**src/logic/rfsc_pkg.sv**
```systemverilog
package rfsc_pkg;

    // Front-end operating states
    typedef enum logic [2:0] {
        ST_OFF,
        ST_PROG,
        ST_EFUSE,
        ST_RX,
        ST_TX
    } rfsc_state_t;

    // Serial frame: command bit, 7-bit address, 8-bit data
    localparam logic [4:0] SPI_FRAME_BITS  = 5'h10;
    localparam logic [4:0] SPI_HDR_BITS    = 5'h08;

    // Register addresses
    localparam logic [6:0] ADDR_TX_CTRL    = 7'h00;
    localparam logic [6:0] ADDR_RX_CTRL    = 7'h01;
    localparam logic [6:0] ADDR_EF_DEF     = 7'h02;
    localparam logic [6:0] ADDR_EF_TRIG    = 7'h03;
    localparam logic [6:0] ADDR_PART       = 7'h14;
    localparam logic [6:0] ADDR_ID_LOW     = 7'h15;
    localparam logic [6:0] ADDR_ID_HIGH    = 7'h16;

    // Transmit control fields
    localparam int         TXC_ON_BIT      = 0;
    localparam int         TXC_MODE_BIT    = 1;
    localparam int         TXC_POUTB_BIT   = 2;
    localparam int         TXC_GAIN_LSB    = 3;
    localparam int         TXC_GAIN_MSB    = 7;

    // Receive control fields
    localparam int         RXC_ON_BIT      = 0;
    localparam int         RXC_KEY_LSB     = 4;
    localparam int         RXC_KEY_MSB     = 7;
    localparam logic [3:0] EFUSE_KEY       = 4'hA;

    // Efuse trigger and bit definition
    localparam int         EFT_FIRE_BIT    = 0;
    localparam logic [3:0] FUSE_LAST_IDX   = 4'hB;

    // Efuse word layout
    localparam int         FUSE_W          = 12;
    localparam int         FUSE_A_SEL      = 0;
    localparam int         FUSE_A_GAIN_LSB = 1;
    localparam int         FUSE_A_GAIN_MSB = 5;
    localparam int         FUSE_B_SEL      = 6;
    localparam int         FUSE_B_GAIN_LSB = 7;
    localparam int         FUSE_B_GAIN_MSB = 11;

    // Reset values
    localparam logic [7:0] TX_CTRL_RST     = 8'h00;
    localparam logic [7:0] RX_CTRL_RST     = 8'h00;
    localparam logic [7:0] EF_DEF_RST      = 8'h00;
    localparam logic [4:0] FACTORY_A_GAIN  = 5'h14;
    localparam logic [4:0] FACTORY_B_GAIN  = 5'h0A;

endpackage

```
**src/logic/rfsc_core.sv**
```systemverilog
`timescale 1ns/1ps
// Behaviour
// Pin control and serial registers both steer one shared state machine.
// Active pin low keeps the front-end in power-down.
// Active pin high moves power-down to program state.
// Every program-state entry reloads configuration registers with reset values.
// Pin mode: active, receive and transmit request pins pick the state.
// Receive state: receive path and low-noise amplifier on, transmit off.
// Transmit state: transmit path and power amplifier on, receive off.
// Serial mode: transmit and receive control register bits pick the state.
// Efuse state entered only from program state by a keyed receive-control write.
// Two efuse registers define the bit and trigger one-time programming.
// Transmit control register reachable in program, receive, transmit, efuse states.
// Receive control register reachable in program, receive, transmit, efuse states.
// Efuse interface registers reachable only in efuse state.
// Part code, revision and identity registers readable only in program state.
// Efuse state stores both preset selectors and both preset gains.
// Power-down, program and efuse states isolate both antenna ports.
// Receive or transmit with antenna pin low: first port on, second off.
// Receive or transmit with antenna pin high: first port off, second on.
// Mode bit in transmit control selects efuse custom presets as gain.
// Host keeps nine lines dedicated to front-end control.
// Host never requests receive and transmit together.
module rfsc_core #(
    parameter logic [7:0] PART_CODE = 8'h5A,  // Arbitrary value
    parameter logic [3:0] SILICON_REV = 4'h1, // Arbitrary value
    parameter logic [7:0] HW_ID_LOW = 8'h3C,  // Arbitrary value
    parameter logic [7:0] HW_ID_HIGH = 8'hC3  // Arbitrary value
) (
    input  logic                 clock,
    input  logic                 reset,
    input  logic                 fem_active_pin,
    input  logic                 rx_request_pin,
    input  logic                 tx_request_pin,
    input  logic                 mode_pin,
    input  logic                 antenna_choice_pin,
    input  logic                 spi_sck,
    input  logic                 spi_csn,
    input  logic                 spi_mosi,
    output logic                 spi_miso,
    output logic                 spi_miso_oe,
    output logic                 rx_path_en,
    output logic                 lna_en,
    output logic                 tx_path_en,
    output logic                 pa_en,
    output logic                 first_antenna_port,
    output logic                 second_antenna_port,
    output logic [4:0]           tx_gain,
    output logic                 efuse_burn,
    output rfsc_pkg::rfsc_state_t fem_state
);
    import rfsc_pkg::*;

    logic [7:0]  pins_raw;
    logic [7:0]  lv;
    logic        sck_lv, csn_lv, mosi_lv, act_lv, rx_lv, tx_lv, ant_lv, mode_lv;

    // Outside pins through the three-stage filter
    assign pins_raw = {mode_pin, antenna_choice_pin, tx_request_pin, rx_request_pin,
                       fem_active_pin, spi_mosi, spi_csn, spi_sck};
    rfsc_sync3 #(.WIDTH(8)) u_sync (
        .clock    (clock),
        .reset    (reset),
        .async_in (pins_raw),
        .level    (lv)
    );
    assign {mode_lv, ant_lv, tx_lv, rx_lv, act_lv, mosi_lv, csn_lv, sck_lv} = lv;

    rfsc_state_t state_r, state_nxt;
    logic [7:0]  tx_ctrl_r, tx_ctrl_nxt;
    logic [7:0]  rx_ctrl_r, rx_ctrl_nxt;
    logic [7:0]  ef_def_r, ef_def_nxt;
    logic [FUSE_W-1:0] fuse_r, fuse_nxt;
    logic        burn_r, burn_nxt;
    logic        sck_prev_r, sck_prev_nxt;
    logic [4:0]  bit_cnt_r, bit_cnt_nxt;
    logic [15:0] shift_r, shift_nxt;
    logic [7:0]  rd_sh_r, rd_sh_nxt;
    logic        miso_r, miso_nxt;
    logic        miso_oe_r, miso_oe_nxt;
    logic        rxp_r, rxp_nxt, txp_r, txp_nxt;
    logic        port1_r, port1_nxt, port2_r, port2_nxt;
    logic [4:0]  gain_r, gain_nxt;
    logic        sck_rise, sck_fall, spi_live;
    logic        wr_stb;
    logic [6:0]  wr_addr, rd_addr;
    logic [7:0]  wr_data, rd_val;
    logic        acc_cfg, acc_ef, acc_id;
    logic        rx_req, tx_req, key_hit, prog_entry, pout_b;

    // Access windows by state
    assign acc_cfg = (state_r != ST_OFF);
    assign acc_ef  = (state_r == ST_EFUSE);
    assign acc_id  = (state_r == ST_PROG);

    // Read multiplexer, gated by access window
    always_comb begin
        rd_addr = {shift_r[5:0], mosi_lv};
        rd_val  = 8'h00;
        case (rd_addr)
            ADDR_TX_CTRL: rd_val = acc_cfg ? tx_ctrl_r : 8'h00;
            ADDR_RX_CTRL: rd_val = acc_cfg ? rx_ctrl_r : 8'h00;
            ADDR_EF_DEF:  rd_val = acc_ef ? ef_def_r : 8'h00;
            ADDR_PART:    rd_val = acc_id ? PART_CODE : 8'h00;
            ADDR_ID_LOW:  rd_val = acc_id ? HW_ID_LOW : 8'h00;
            ADDR_ID_HIGH: rd_val = acc_id ? {SILICON_REV, HW_ID_HIGH[3:0]} : 8'h00;
            default:      rd_val = 8'h00;
        endcase
    end

    // Serial slave: sample on rising clock, shift out on falling clock
    always_comb begin
        sck_rise     = sck_lv & ~sck_prev_r;
        sck_fall     = ~sck_lv & sck_prev_r;
        spi_live     = ~csn_lv && (state_r != ST_OFF);
        sck_prev_nxt = sck_lv;
        bit_cnt_nxt  = bit_cnt_r;
        shift_nxt    = shift_r;
        rd_sh_nxt    = rd_sh_r;
        miso_nxt     = miso_r;
        miso_oe_nxt  = miso_oe_r;
        wr_stb       = 1'b0;
        wr_addr      = shift_r[13:7];
        wr_data      = {shift_r[6:0], mosi_lv};
        if (!spi_live) begin
            bit_cnt_nxt = 5'h00;
            miso_nxt    = 1'b0;
            miso_oe_nxt = 1'b0;
        end else begin
            miso_oe_nxt = 1'b1;
            if (sck_rise && bit_cnt_r < SPI_FRAME_BITS) begin
                shift_nxt   = {shift_r[14:0], mosi_lv};
                bit_cnt_nxt = bit_cnt_r + 5'h01;
                if (bit_cnt_r == SPI_HDR_BITS - 5'h01) begin
                    rd_sh_nxt = rd_val;
                end
                if (bit_cnt_r == SPI_FRAME_BITS - 5'h01) begin
                    wr_stb = shift_r[14];
                end
            end
            if (sck_fall && bit_cnt_r >= SPI_HDR_BITS && bit_cnt_r < SPI_FRAME_BITS) begin
                miso_nxt  = rd_sh_r[7];
                rd_sh_nxt = {rd_sh_r[6:0], 1'b0};
            end
        end
    end

    // State selection from pins and register bits together
    always_comb begin
        rx_req  = rx_lv | rx_ctrl_r[RXC_ON_BIT];
        tx_req  = tx_lv | tx_ctrl_r[TXC_ON_BIT];
        key_hit = (rx_ctrl_r[RXC_KEY_MSB:RXC_KEY_LSB] == EFUSE_KEY);
        state_nxt = state_r;
        case (state_r)
            ST_OFF: begin
                state_nxt = ST_PROG;
            end
            ST_PROG, ST_RX, ST_TX: begin
                if (state_r == ST_PROG && key_hit) begin
                    state_nxt = ST_EFUSE;
                end else if (rx_req && !tx_req) begin
                    state_nxt = ST_RX;
                end else if (tx_req && !rx_req) begin
                    state_nxt = ST_TX;
                end else begin
                    state_nxt = ST_PROG;
                end
            end
            ST_EFUSE: begin
                if (!key_hit) begin
                    state_nxt = ST_PROG;
                end
            end
            default: state_nxt = ST_OFF;
        endcase
        if (!act_lv) begin
            state_nxt = ST_OFF;
        end
        prog_entry = (state_nxt == ST_PROG) && (state_r != ST_PROG);
    end

    // Configuration registers and efuse programming
    always_comb begin
        tx_ctrl_nxt = tx_ctrl_r;
        rx_ctrl_nxt = rx_ctrl_r;
        ef_def_nxt  = ef_def_r;
        fuse_nxt    = fuse_r;
        burn_nxt    = 1'b0;
        if (prog_entry) begin
            tx_ctrl_nxt = TX_CTRL_RST;
            rx_ctrl_nxt = RX_CTRL_RST;
            ef_def_nxt  = EF_DEF_RST;
        end else if (wr_stb) begin
            case (wr_addr)
                ADDR_TX_CTRL: if (acc_cfg) tx_ctrl_nxt = wr_data;
                ADDR_RX_CTRL: if (acc_cfg) rx_ctrl_nxt = wr_data;
                ADDR_EF_DEF:  if (acc_ef) ef_def_nxt = wr_data;
                ADDR_EF_TRIG: begin
                    if (acc_ef && wr_data[EFT_FIRE_BIT]) begin
                        burn_nxt = 1'b1;
                        if (ef_def_r[3:0] <= FUSE_LAST_IDX) begin
                            fuse_nxt[ef_def_r[3:0]] = 1'b1;
                        end
                    end
                end
                default: ;
            endcase
        end
    end

    // Path and antenna outputs follow the next state, gain the current transmit control, mode pin and fuses
    always_comb begin
        rxp_nxt  = (state_nxt == ST_RX);
        txp_nxt  = (state_nxt == ST_TX);
        port1_nxt = (rxp_nxt || txp_nxt) && !ant_lv;
        port2_nxt = (rxp_nxt || txp_nxt) && ant_lv;
        pout_b   = mode_lv | tx_ctrl_r[TXC_POUTB_BIT];
        if (tx_ctrl_r[TXC_MODE_BIT]) begin
            if (!pout_b) begin
                gain_nxt = fuse_r[FUSE_A_SEL] ? fuse_r[FUSE_A_GAIN_MSB:FUSE_A_GAIN_LSB] : FACTORY_A_GAIN;
            end else begin
                gain_nxt = fuse_r[FUSE_B_SEL] ? fuse_r[FUSE_B_GAIN_MSB:FUSE_B_GAIN_LSB] : FACTORY_B_GAIN;
            end
        end else if (tx_ctrl_r[TXC_GAIN_MSB:TXC_GAIN_LSB] != 5'h00) begin
            gain_nxt = tx_ctrl_r[TXC_GAIN_MSB:TXC_GAIN_LSB];
        end else begin
            gain_nxt = pout_b ? FACTORY_B_GAIN : FACTORY_A_GAIN;
        end
    end

    // All state registers
    always_ff @(posedge clock) begin
        if (reset) begin
            state_r    <= ST_OFF;
            tx_ctrl_r  <= TX_CTRL_RST;
            rx_ctrl_r  <= RX_CTRL_RST;
            ef_def_r   <= EF_DEF_RST;
            fuse_r     <= '0;
            burn_r     <= 1'b0;
            sck_prev_r <= 1'b0;
            bit_cnt_r  <= 5'h00;
            shift_r    <= 16'h0000;
            rd_sh_r    <= 8'h00;
            miso_r     <= 1'b0;
            miso_oe_r  <= 1'b0;
            rxp_r      <= 1'b0;
            txp_r      <= 1'b0;
            port1_r    <= 1'b0;
            port2_r    <= 1'b0;
            gain_r     <= FACTORY_A_GAIN;
        end else begin
            state_r    <= state_nxt;
            tx_ctrl_r  <= tx_ctrl_nxt;
            rx_ctrl_r  <= rx_ctrl_nxt;
            ef_def_r   <= ef_def_nxt;
            fuse_r     <= fuse_nxt;
            burn_r     <= burn_nxt;
            sck_prev_r <= sck_prev_nxt;
            bit_cnt_r  <= bit_cnt_nxt;
            shift_r    <= shift_nxt;
            rd_sh_r    <= rd_sh_nxt;
            miso_r     <= miso_nxt;
            miso_oe_r  <= miso_oe_nxt;
            rxp_r      <= rxp_nxt;
            txp_r      <= txp_nxt;
            port1_r    <= port1_nxt;
            port2_r    <= port2_nxt;
            gain_r     <= gain_nxt;
        end
    end

    // Output wiring, all from flip-flops
    assign spi_miso            = miso_r;
    assign spi_miso_oe         = miso_oe_r;
    assign rx_path_en          = rxp_r;
    assign lna_en              = rxp_r;
    assign tx_path_en          = txp_r;
    assign pa_en               = txp_r;
    assign first_antenna_port  = port1_r;
    assign second_antenna_port = port2_r;
    assign tx_gain             = gain_r;
    assign efuse_burn          = burn_r;
    assign fem_state           = state_r;
endmodule

```
**src/logic/rfsc_sync3.sv**
```systemverilog
`timescale 1ns/1ps
module rfsc_sync3 #(
    parameter int WIDTH = 8
) (
    input  logic             clock,
    input  logic             reset,
    input  logic [WIDTH-1:0] async_in,
    output logic [WIDTH-1:0] level
);

    // Refuse an empty vector
    if (WIDTH < 1) begin : g_chk
        $error("rfsc_sync3 needs WIDTH of at least 1");
    end

    logic [WIDTH-1:0] s1_r;
    logic [WIDTH-1:0] s2_r;
    logic [WIDTH-1:0] s3_r;
    logic [WIDTH-1:0] lvl_r;
    logic [WIDTH-1:0] lvl_nxt;
    logic [WIDTH-1:0] agree;

    // Level follows only where second and third stages agree
    always_comb begin
        agree   = ~(s2_r ^ s3_r);
        lvl_nxt = (s3_r & agree) | (lvl_r & ~agree);
    end

    // Three-stage chain plus filtered level
    always_ff @(posedge clock) begin
        if (reset) begin
            s1_r  <= '0;
            s2_r  <= '0;
            s3_r  <= '0;
            lvl_r <= '0;
        end else begin
            s1_r  <= async_in;
            s2_r  <= s1_r;
            s3_r  <= s2_r;
            lvl_r <= lvl_nxt;
        end
    end

    assign level = lvl_r;

endmodule

```
**config.mk**
```make
export PLATFORM = sky130hd
export DESIGN_NAME = rfsc_core
export DESIGN_NICKNAME = d
export VERILOG_FILES = /design/src/logic/rfsc_pkg.sv /design/src/logic/rfsc_core.sv /design/src/logic/rfsc_sync3.sv
export SDC_FILE = /design/constraint.sdc
export NUM_CORES = 1
export LEC_CHECK = 0
export BUFFER_PORTS_ARGS = -buffer_cell sky130_fd_sc_hd__buf_4
export CAP_MARGIN = 20
export CORE_MARGIN = 2
export CORE_UTILIZATION = 40
export DETAILED_ROUTE_END_ITERATION = 12
export PLACE_DENSITY_LB_ADDON = 0.15
export SETUP_SLACK_MARGIN = 0.5
export SLEW_MARGIN = 20
export SYNTH_ARGS = -nofsm -noshare
export SYNTH_HDL_FRONTEND = slang
export SYNTH_HIERARCHICAL = 1
export SYNTH_SLANG_ARGS = --single-unit
```
**constraint.sdc**
```tcl
create_clock -name clock -period 2.4 [get_ports clock]
set_input_delay 0.36 -clock clock [delete_from_list [all_inputs] [get_ports clock]]
set_output_delay 0.36 -clock clock [all_outputs]
set_load 0.02 [all_outputs]
```
Word-level counts from Yosys, hierarchy flattened. Cells that the tools add are included.

Register bits: 112. Input bits: 10. Output and inout port bits: 17. Word-level logic and storage cells: 127.

Add/sub/neg operators: 1. Magnitude comparators: 5. Eq/ne operators: 19. Mux-type cells: 29. Bitwise logic cells: 19. Reductions and logical operators: 33.

Operators with widths (count): $mux W8 (6); $pmux W8 S6 (1); $mux W5 (7); $eq A7 B2 Y1 const B (3); $eq A7 B5 Y1 const B (3); $and A8 B8 Y8 (2); $not A8 Y8 (2); $mux W3 (5); $eq A7 B1 Y1 const B (2); $logic_not A7 Y1 (2); $logic_and A1 B1 Y1 (12); $or A12 B12 Y12 (1); $reduce_and A3 Y1 (4); $eq A3 B2 Y1 const B (3); $pmux W3 S3 (1); $or A8 B8 Y8 (1); $xor A8 B8 Y8 (1); $mux W7 (1); $not A1 Y1 (7); $eq A3 B1 Y1 const B (2); $eq A3 B3 Y1 const B (2); $mux W1 (6); $mux W6 (1); $add A5 B1 Y5 const B (1); 23 further kinds (30).

Depth between registers and ports, before layout. Gate-level depths: netlist (run 1).

Depth after elaboration: 12. Depth in mapped cells: 8. Mapped depth without buffers: 7.

Cells and area by module. The synthesis (run 1) kept the hierarchy.

Modules (own cells, without submodules): rfsc_core (times used 1, cells each 403, area each 3555.9 µm², seq. area each 1601.5 µm²); rfsc_sync3 (times used 1, cells each 83, area each 923.4 µm², seq. area each 640.6 µm²).

Worst setup path after synthesis (run 1). Ideal clock, no wire load.

Kind: register to register. From: reg state_r[1], in the netlist fem_state[1]. To: reg tx_ctrl_r[0]. Library setup time: 0.128 ns. Data arrival time: 2.128 ns. Required time: 2.272 ns. Slack: 0.144 ns. Stages on the path, launching flop included: 9. Buffers on the path: 3. Clock period less this slack: 2.256 ns. Cells stage by stage: dfxtp_1 -> buf_2 -> nor3_2 -> or4_1 -> buf_2 -> or4b_1 -> buf_6 -> mux2i_1 -> nor2_1.

Longest elaborated chain between the ends: 8. Elaborated cells between the ends (all ways): 19. Those cells by class: 6 x eq/ne; 5 x mux; 8 x reduce/logical.

RTL lines: start, declared (line rfsc_core.sv:69) `rfsc_state_t state_r, state_nxt;`; start signal, assigned (line rfsc_core.sv:252) `state_r <= state_nxt;`; $eq A3 B1 Y1 (line rfsc_core.sv:154, rfsc_core.sv:159); $logic_and A1 B1 Y1 (line rfsc_core.sv:159) `if (state_r == ST_PROG && key_hit) begin`; $mux W3 (line rfsc_core.sv:159); $pmux W3 S3 (line rfsc_core.sv:154) `case (state_r)`; $mux W3 (line rfsc_core.sv:176) `if (!act_lv) begin`; $eq A3 B1 Y1 (line rfsc_core.sv:179) `prog_entry = (state_nxt == ST_PROG) && (state_r != ST_PROG);`; $logic_and A1 B1 Y1 (line rfsc_core.sv:179); $reduce_or A2 Y1 (no line); end signal, assigned (line rfsc_core.sv:253) `tx_ctrl_r <= tx_ctrl_nxt;`; end, declared (line rfsc_core.sv:70) `logic [7:0] tx_ctrl_r, tx_ctrl_nxt;`.

Parallel ways exist; a longest one is shown, timed or not. A chain may end at the register's enable or synchronous reset.

Worst setup path after layout (run 1).
From: reg state_r[2], in the netlist fem_state[2]. To: reg fuse_r[6].

Longest elaborated chain between the ends: 9. Elaborated cells between the ends (all ways): 20. Those cells by class: 6 x eq/ne; 5 x mux; 1 x bitwise; 8 x reduce/logical.

RTL lines: $eq A3 B1 Y1 (line rfsc_core.sv:154, rfsc_core.sv:159); $logic_and A1 B1 Y1 (line rfsc_core.sv:159); $mux W3 (line rfsc_core.sv:159); $pmux W3 S3 (line rfsc_core.sv:154); $mux W3 (line rfsc_core.sv:176); $eq A3 B1 Y1 (line rfsc_core.sv:179); $logic_and A1 B1 Y1 (line rfsc_core.sv:179); $not A1 Y1 (no line); $reduce_and A5 Y1 (no line) (*); end signal, assigned (line rfsc_core.sv:256) `fuse_r <= fuse_nxt;`; end, declared (line rfsc_core.sv:73) `logic [FUSE_W-1:0] fuse_r, fuse_nxt;`.

Every way passes the cells marked *; elsewhere a longest branch is shown, timed or not.

==> run metrics, run 1 <==
Final Hold Vio Count 0; most common cell after layout, fill and taps aside sky130_fd_sc_hd__dfxtp_1; Post-layout nets 547; width of the die 110 um; register area share after synthesis 50.1%; mean number of vias per cell 5.32; initial antenna violation count 0; Arrival @ worst endpoint 2.27 ns; maximum buffer depth of the clock tree 2; Total Power Consumption 0.00294 W; GPL Wtd Cong 0.832; Antenna Cells 0; share of final-layout standard cells stronger than drive strength 1 23.4%; final hold slack 0.194 ns; top library cells by usage in the layout, fill and taps aside sky130_fd_sc_hd__dfxtp_1 (104), sky130_fd_sc_hd__nand2_1 (59), sky130_fd_sc_hd__buf_4 (57); Worst Tran Pin Value 0.505 ns; synthesized area 4480 um^2; Die Span Y 110 um; clock-pin slew on the worst setup and hold paths 0.10 ns; number of fill cells 1014; Worst Path Required 2.68 ns; count of endpoints failing setup in the final report 0; count of buffers from port buffering 26; area of the core region 10900 um^2; type of the setup path with the least slack reg2reg; unrepaired setup endpoints after global routing yes; HPWL reported at the end of detailed placement 6670 um; classification of the worst-slack hold path in2reg; sort of element at the start of the critical path flop; ys flop type sky130_fd_sc_hd__dfxtp_1; setup_tns 0 ns; crit end category flop; count of final max-slew check failures 0; total cell area at the placement stage 4840 um^2; initial drt markers 228; Final Cell Area 5380 um^2; maximum number of pins on one net before global-route repair 49; post-route clock period utilization 82.9%; Final min period 1.99 ns; number of register bits inferred by synthesis 112; via count of the first global-routing pass 3415; maximum capacitance violations 0; average instance area after synthesis 9.22 um^2; global-route wire length before repair 16600 um; Post-Synthesis Net Count 499; synthesis warning total 6; Reg2Reg Setup Slack 0.41 ns; H-tree depth 3; post-detailed-route wirelength per cell 15.2 um; clock sinks 112; timing-limited maximum frequency 0.503 GHz; remaining global-route overflow 0; clock buffers created by TritonCTS 9; post-synth cell types 56; tightest slew margin relative to the limit 66.3%; overall routing resource usage 17.9%; row cnt 38; crit-path max FO 6; outcome complete, no violations; Pwr per Cell Area 547 nW/um^2; clk_lat worst skew 0.37 ns; Syn-to-layout area delta 20.2%; count of unresolved DRC violations after routing 0; worst supply voltage drop on vdd 0.348 mV; Post-synth EDFFs 0; Setup Skew 0.0107 ns; clock tree root driver cell sky130_fd_sc_hd__clkbuf_8; core occupancy in the finished layout 49.4%; Total Wirelength 10300 um; TritonCTS clock tree done; top-level I/O count 27; CTS Hold Buffers Added 0; initial core utilization 41.1%; die area 12100 um^2; Gate Count Post-Synth 486; leakage power summed over all cells 2.10 nW; detailed-route via count 3609; FFs w/ async S/R, synth 0%; DR pass1 iterations 5; number of antenna-violating nets in the routed design 0
[critical path, cell delays in order, from the launching register on]
cell	delay (ns)
sky130_fd_sc_hd__dfxtp_4	0.40
sky130_fd_sc_hd__or3b_4	0.40
sky130_fd_sc_hd__a211o_1	0.28
sky130_fd_sc_hd__and2_1	0.18
sky130_fd_sc_hd__and3_4	0.22
sky130_fd_sc_hd__buf_4	0.14
sky130_fd_sc_hd__o41ai_2	0.28
[where the power goes]
group	internal [W]	total, W	leakage (nW)	switching, W
clock	0.000400	0.00100	0.0921	0.000604
combinational	0.0000246	0.0000622	1.09	0.0000376
sequential	0.00187	0.00188	0.911	0.00000658
[cell families after synthesis]
family,count (synthesis),synth area share (%)
simple gates,201,22.8
flops,112,50.1
buf+inv,39,4.13
fa+ha+maj,3,0.838
compound gates,95,14.2
mux,33,7.37
xor+xnor,3,0.587
[synth_stat cells (3+ instances only)]
| cell | number | area, um^2 |
|---|---|---|
| sky130_fd_sc_hd__nor3_1 | 7 | 35.0 |
| sky130_fd_sc_hd__ha_1 | 3 | 37.5 |
| sky130_fd_sc_hd__o31ai_1 | 4 | 30.0 |
| sky130_fd_sc_hd__dfxtp_1 | 112 | 2240 |
| sky130_fd_sc_hd__or2_2 | 4 | 25.0 |
| sky130_fd_sc_hd__o41ai_2 | 3 | 48.8 |
| sky130_fd_sc_hd__buf_2 | 4 | 20.0 |
| sky130_fd_sc_hd__nand4_1 | 3 | 18.8 |
| sky130_fd_sc_hd__nand2_1 | 59 | 221 |
| sky130_fd_sc_hd__inv_1 | 10 | 37.5 |
| sky130_fd_sc_hd__clkbuf_1 | 16 | 60.1 |
| sky130_fd_sc_hd__mux2i_1 | 33 | 330 |
| sky130_fd_sc_hd__a221oi_1 | 4 | 35.0 |
| sky130_fd_sc_hd__buf_4 | 5 | 37.5 |
| sky130_fd_sc_hd__nand3_1 | 6 | 30.0 |
| sky130_fd_sc_hd__o22ai_1 | 9 | 56.3 |
| sky130_fd_sc_hd__a211oi_1 | 8 | 60.1 |
| sky130_fd_sc_hd__nor2b_1 | 31 | 194 |
| sky130_fd_sc_hd__nor2_1 | 51 | 191 |
| sky130_fd_sc_hd__a22oi_1 | 6 | 45.0 |
| sky130_fd_sc_hd__or4_1 | 4 | 30.0 |
| sky130_fd_sc_hd__and2_1 | 5 | 31.3 |
| sky130_fd_sc_hd__o21ai_0 | 12 | 60.1 |
| sky130_fd_sc_hd__o41ai_1 | 4 | 35.0 |
| sky130_fd_sc_hd__a21oi_1 | 31 | 155 |
| sky130_fd_sc_hd__nand2b_1 | 4 | 25.0 |
| sky130_fd_sc_hd__or3_1 | 6 | 37.5 |
| sky130_fd_sc_hd__nor3b_1 | 3 | 22.5 |
[final cells by class]
type	count	area (um^2)	share of cell area, %
Timing Repair Buffer	65	520	9.67
Clock buffer	10	138	2.56
Inverter	10	37.5	0.697
Tap cell	140	175	3.25
Clock inverter	6	33.8	0.627
Sequential cell	112	2260	42.0
Multi-Input combinational cell	336	2220	41.2
[path summary, 6_finish.rpt]
check,startpoint,end,depth (start not counted)
setup / recovery,fem_state[2]$_SDFF_PP0_,fuse_r[6]$_SDFFE_PP0P_,6
hold reg to reg,u_sync/s1_r[6]$_SDFF_PP0_,u_sync/s2_r[6]$_SDFF_PP0_,1
hold / removal,tx_request_pin,u_sync/s1_r[5]$_SDFF_PP0_,2
setup reg to reg,fem_state[2]$_SDFF_PP0_,fuse_r[6]$_SDFFE_PP0P_,6
[through the flow]
| step | setup WS [ns] | instances |
|---|---|---|
| 6_report | 0.411 | 679 |
| 5_1_grt | 0.306 | 679 |
| 4_1_cts | 0.442 | 662 |
| 3_5_place_dp | 0.160 | 637 |
| 3_3_place_gp | 0.206 | 637 |
| 2_1_floorplan | 0.371 | 486 |
[routing by layer]
metal  vias up  track usage (%)  share of wire (%)
met5         -                0                  0
met4         0             6.51                2.6
met3        21             3.79                4.2
met2        84             29.9                 47
met1      1711             22.6                 46
li1       1793                -                  -
[flip-flops by register name, indices dropped and copies added (netlist names), named ones only]
register and flops:
u_sync/s3_r 8, tx_ctrl_r 8, ef_def_r 8, first_antenna_port 1, pa_en 1, tx_gain 5, spi_miso 1, rx_ctrl_r 8
spi_miso_oe 1, bit_cnt_r 5, efuse_burn 1, lna_en 1, rd_sh_r 8, u_sync/s2_r 8, shift_r 15, fuse_r 12
fem_state 3, sck_prev_r 1, second_antenna_port 1, u_sync/s1_r 8
[what timing repair did]
action | CTS | global route
pin swaps | 3 | 17
endpoints found under the setup margin | 36 | 34
gates cloned | 0 | 1
setup buffers | 9 | 16
gates resized for setup | 20 | 22
No activity file was read; power rests on OpenSTA's default activity.
==> inputs of run 2 (changes only) <==
==> constraint.sdc (replaced) <==
create_clock -name clock -period 1.6 [get_ports clock]
set_input_delay 0.24 -clock clock [delete_from_list [all_inputs] [get_ports clock]]
set_output_delay 0.24 -clock clock [all_outputs]
set_load 0.02 [all_outputs]
==> run metrics, run 2 (same netlist as run 1, synthesis figures left out) <==
Regs by FF count shift_r x15, fuse_r x12; die area 12100 um^2; number of antenna-violating nets in the routed design 0; DR pass1 iterations 4; crit path from sck_prev_r$_SDFF_PP0_; count of buffers from port buffering 26; top-level I/O count 27; tightest slew margin relative to the limit 71.3%; Final min period 1.99 ns; clock-pin slew on the worst setup and hold paths 0.11 ns; final hold slack 0.0392 ns; number of flip-flops under the largest register name 15; Pwr per Cell Area 754 nW/um^2; classification of the worst-slack hold path in2reg; Arrival @ worst endpoint 2.29 ns; Reg2Reg Setup Slack -0.39 ns; clk_lat worst skew 0.40 ns; Biggest register shift_r; initial core utilization 41.1%; post-route clock period utilization 124%; Worst Path Required 1.90 ns; core occupancy in the finished layout 57.9%; endpoint of the worst register-to-register path tx_ctrl_r[6]$_SDFFE_PP0P_; detailed-route via count 3874; worst supply voltage drop on vdd 0.615 mV; path depth of the worst reg2reg path 6; post-detailed-route wirelength per cell 16.4 um; sort of element at the start of the critical path flop; remaining global-route overflow 0; total cell area at the placement stage 5340 um^2; clock buffers created by TritonCTS 9; area of the core region 10900 um^2; crit end category flop; count of final max-slew check failures 0; violations in the final reports negative setup slack; clock sinks 112; TritonCTS clock tree done; register area 2290 um^2; Post-layout nets 600; most common cell after layout, fill and taps aside sky130_fd_sc_hd__dfxtp_1; Endpoint, Worst Hold u_sync/s1_r[5]$_SDFF_PP0_; footprint of the multi-input gates 2500 um^2; Setup Skew 0.0117 ns; Final Hold Vio Count 0; number of fill cells 939; outcome finished with violations; Die Span Y 110 um; GPL Wtd Cong 0.866; maximum number of pins on one net before global-route repair 33; final worst setup slack -0.391 ns; maximum capacitance violations 0; width of the die 110 um; Total Wirelength 12000 um; crit-path max FO 8; row cnt 38; global-route wire length before repair 18600 um; H-tree depth 3; CTS Hold Buffers Added 0; Syn-to-layout area delta 40.7%; Antenna Cells 0; HPWL reported at the end of detailed placement 7550 um; initial antenna violation count 0; share of final-layout standard cells stronger than drive strength 1 43.2%; count of unresolved DRC violations after routing 0; worst hold path startpoint tx_request_pin; mean number of vias per cell 5.29; count of endpoints failing setup in the final report 48; via count of the first global-routing pass 3744; setup_tns -11.67 ns; number of cells traversed by the worst hold path 2; top library cells by usage in the layout, fill and taps aside sky130_fd_sc_hd__dfxtp_1 (82), sky130_fd_sc_hd__buf_4 (75), sky130_fd_sc_hd__nor2_1 (46); initial drt markers 192; timing-limited maximum frequency 0.502 GHz; type of the setup path with the least slack reg2reg; leakage power summed over all cells 2.50 nW; unrepaired setup endpoints after global routing yes; Final Cell Area 6300 um^2; overall routing resource usage 20.7%; Worst Tran Pin Value 0.429 ns; reg-to-reg startpoint sck_prev_r$_SDFF_PP0_; maximum buffer depth of the clock tree 2; pre-CTS setup slack -0.415 ns; clock tree root driver cell sky130_fd_sc_hd__clkbuf_8
run 2: cell types whose count changed in the layout (fill, tap and decap cells not counted), sizes merged:
cell | before | now
buf | 64 | 116
clkinvlp | 1 | 0
inv | 11 | 14
bufinv | 0 | 1
a31o | 1 | 2
clkinv | 4 | 1
run 2: worst max-delay path by stage:
stage                           endpoint  depth (start not counted)
6_report       tx_ctrl_r[6]$_SDFFE_PP0P_                          6
5_1_grt        tx_ctrl_r[7]$_SDFFE_PP0P_                          8
4_1_cts        tx_ctrl_r[6]$_SDFFE_PP0P_                          8
3_5_place_dp   tx_ctrl_r[6]$_SDFFE_PP0P_                          8
3_3_place_gp     rd_sh_r[4]$_SDFFE_PP0P_                          8
2_1_floorplan  tx_ctrl_r[0]$_SDFFE_PP0P_                          8
run 2: what timing repair did:
action / 4_1_cts / 5_1_grt
pin swaps: 31 / 24
setup endpoints to repair: 96 / 96
buffers inserted: 8 / 10
cloned: 4 / 1
resized for setup: 102 / 54
run 2: worst max-delay path, stage by stage, from the launching register on:
cell and delay [ns]:
sky130_fd_sc_hd__dfxtp_2 0.33, sky130_fd_sc_hd__nand2b_4 0.14, sky130_fd_sc_hd__or4_4 0.52, sky130_fd_sc_hd__or4b_4 0.51
sky130_fd_sc_hd__buf_8 0.16, sky130_fd_sc_hd__mux2i_1 0.15, sky130_fd_sc_hd__nor2_1 0.06
run 2: area by class of cell:
type / instances / area share [%]
Multi-Input combinational cell: 337 / 39.7
Sequential cell: 112 / 36.4
Timing Repair Buffer: 117 / 17.1
Tap cell: 140 / 2.78
Clock buffer: 10 / 2.18
Clock inverter: 6 / 1.25
Inverter: 10 / 0.595
run 2: report_power, final:
group	internal, W	leakage (nW)	switching [W]
sequential	0.00280	0.921	0.00000929
combinational	0.0000427	1.47	0.0000663
clock	0.000802	0.111	0.00103
total	0.00365	2.50	0.00111
run 2: metrics by stage:
step | total power [W] | instances
5_1_grt | 0.00494 | 732
3_3_place_gp | 0.00298 | 693
3_5_place_dp | 0.00298 | 693
4_1_cts | 0.00483 | 721
2_1_floorplan | 0.00294 | 486
6_report | 0.00475 | 732
run 2: metal layers:
layer | track usage, % | vias up | part of all wire [%]
met5 | 0 | - | 0
met4 | 10.4 | 0 | 3.6
met3 | 5.28 | 31 | 3.8
met2 | 35.6 | 79 | 51
met1 | 23.6 | 1853 | 42
li1 | - | 1911 | -
==> inputs of run 3 (changes only) <==
--- a/config.mk
+++ b/config.mk
@@ -7,8 +7,9 @@
 export LEC_CHECK = 0
 export BUFFER_PORTS_ARGS = -buffer_cell sky130_fd_sc_hd__buf_4
 export CAP_MARGIN = 20
+export CORE_ASPECT_RATIO = 0.6
 export CORE_MARGIN = 2
-export CORE_UTILIZATION = 40
+export CORE_UTILIZATION = 50
 export DETAILED_ROUTE_END_ITERATION = 12
 export PLACE_DENSITY_LB_ADDON = 0.15
 export SETUP_SLACK_MARGIN = 0.5
==> run metrics, run 3 (same netlist as run 1, synthesis figures left out) <==
Die Span Y 77.3 um; remaining global-route overflow 0; initial core utilization 52.2%; most common cell after layout, fill and taps aside sky130_fd_sc_hd__dfxtp_1; final worst setup slack -0.408 ns; DR pass1 iterations 5; Final min period 2.01 ns; crit-path max FO 8; relative contribution of sequential cells to total power 54.1%; number of flip-flops under the largest register name 15; Final Hold Vio Count 0; initial antenna violation count 0; count of final max-slew check failures 0; clock-pin slew on the worst setup and hold paths 0.07 ns; M1 wire length 6010 um; maximum buffer depth of the clock tree 2; Antenna Cells 0; mean number of vias per cell 5.69; via count of the first global-routing pass 3824; TritonCTS clock tree done; type of the setup path with the least slack reg2reg; crit end category flop; Pwr per Cell Area 793 nW/um^2; number of cells traversed by the worst hold path 2; detailed-route via count 4082; share of final-layout standard cells stronger than drive strength 1 44.3%; path depth of the worst reg2reg path 8; outcome finished with violations; Syn-to-layout area delta 46.3%; post-route clock period utilization 126%; clock buffers created by TritonCTS 9; maximum number of pins on one net before global-route repair 35; post-detailed-route wirelength per cell 18.2 um; Setup Skew 0.00832 ns; H-tree depth 3; Arrival @ worst endpoint 2.25 ns; area of the core region 8590 um^2; final hold slack 0.0931 ns; CTS Hold Buffers Added 0; DR top layer met4; overall routing resource usage 25.6%; top-level I/O count 27; maximum capacitance violations 0; Total Wirelength 13100 um; global-route wire length before repair 19400 um; row cnt 26; Post-layout nets 613; violations in the final reports negative setup slack; internal power summed over all cells 0.00410 W; count of buffers from port buffering 26; Detail Route met2 WL 6010 um; count of endpoints failing setup in the final report 47; timing-limited maximum frequency 0.498 GHz; classification of the worst-slack hold path in2reg; clock sinks 112; top library cells by usage in the layout, fill and taps aside sky130_fd_sc_hd__dfxtp_1 (94), sky130_fd_sc_hd__buf_4 (93), sky130_fd_sc_hd__nand2_1 (44); unrepaired setup endpoints after global routing yes; HPWL reported at the end of detailed placement 7950 um; clock tree root driver cell sky130_fd_sc_hd__clkbuf_16; switching portion of total power 21.1%; routed length on met3 840 um; Gate power share 2.1%; sort of element at the start of the critical path flop; count of unresolved DRC violations after routing 0; width of the die 126 um; setup_tns -11.82 ns; part of the power in the clock network 43.8%; GPL Wtd Cong 0.887; Regs by FF count shift_r x15, fuse_r x12; number of antenna-violating nets in the routed design 0; Final Cell Area 6550 um^2; leakage power summed over all cells 2.67 nW; tightest slew margin relative to the limit 69.1%; die area 9760 um^2; worst supply voltage drop on vdd 0.532 mV; total cell area at the placement stage 5400 um^2; Worst Tran Pin Value 0.464 ns; pre-CTS setup slack -0.457 ns; Worst Path Required 1.84 ns; initial drt markers 299; switching pwr 0.00110 W; Biggest register shift_r; clk_lat worst skew 0.35 ns
[run 3: final timing paths]
| check | slack, ns | startpoint | endpoint |
|---|---|---|---|
| max | -0.41 | bit_cnt_r[0]$_SDFFE_PP0P_ | tx_ctrl_r[2]$_SDFFE_PP0P_ |
| min | 0.09 | fem_active_pin | u_sync/s1_r[3]$_SDFF_PP0_ |
| max reg2reg | -0.41 | bit_cnt_r[0]$_SDFFE_PP0P_ | tx_ctrl_r[2]$_SDFFE_PP0P_ |
| min reg2reg | 0.45 | u_sync/s1_r[2]$_SDFF_PP0_ | u_sync/s2_r[2]$_SDFF_PP0_ |
[run 3: repair_timing]
item,CTS,global route
gates cloned,4,0
resized for setup,107,51
pin swaps,46,27
endpoints found under the setup margin,82,84
buffers inserted,12,10
[run 3: layer usage]
layer	vias up	GRT usage (%)
li1	1930	-
met1	1989	36.0
met2	143	38.3
met3	20	6.91
met4	0	8.02
met5	-	0
[run 3: layout make-up]
type	instances	area [um^2]
Timing Repair Buffer	130	1160
Multi-Input combinational cell	337	2640
Fill cell	557	2040
Tap cell	112	140
Clock inverter	5	56.3
Sequential cell	112	2280
Clock buffer	11	243
Inverter	10	37.5
[run 3: worst max-delay path, cell delays in order, from the launching register on]
cell and delay, ns:
sky130_fd_sc_hd__dfxtp_2 0.36, sky130_fd_sc_hd__ha_4 0.13, sky130_fd_sc_hd__and3_4 0.17, sky130_fd_sc_hd__ha_4 0.11, sky130_fd_sc_hd__and4b_2 0.24, sky130_fd_sc_hd__or4b_4 0.49, sky130_fd_sc_hd__buf_12 0.17, sky130_fd_sc_hd__mux2i_2 0.17
sky130_fd_sc_hd__nor2_1 0.05
[run 3: stage by stage]
step | utilization, % | power, W | cells
after floorplan | - | 0.00294 | 486
after global placement | 62.8 | 0.00298 | 675
after detailed placement | 62.8 | 0.00298 | 675
after CTS | 72.9 | 0.00522 | 707
after global routing | 76.3 | 0.00532 | 717
final | 76.3 | 0.00520 | 717
[run 3: power by group through the flow]
stage	Clock, W	Combinational [W]	Sequential [W]
final	0.00227	0.000111	0.00281
after global routing	0.00239	0.000119	0.00281
after CTS	0.00230	0.000106	0.00282
after detailed placement	0	0.0000993	0.00288
after global placement	0	0.0000977	0.00288
after floorplan	0	0.0000656	0.00288
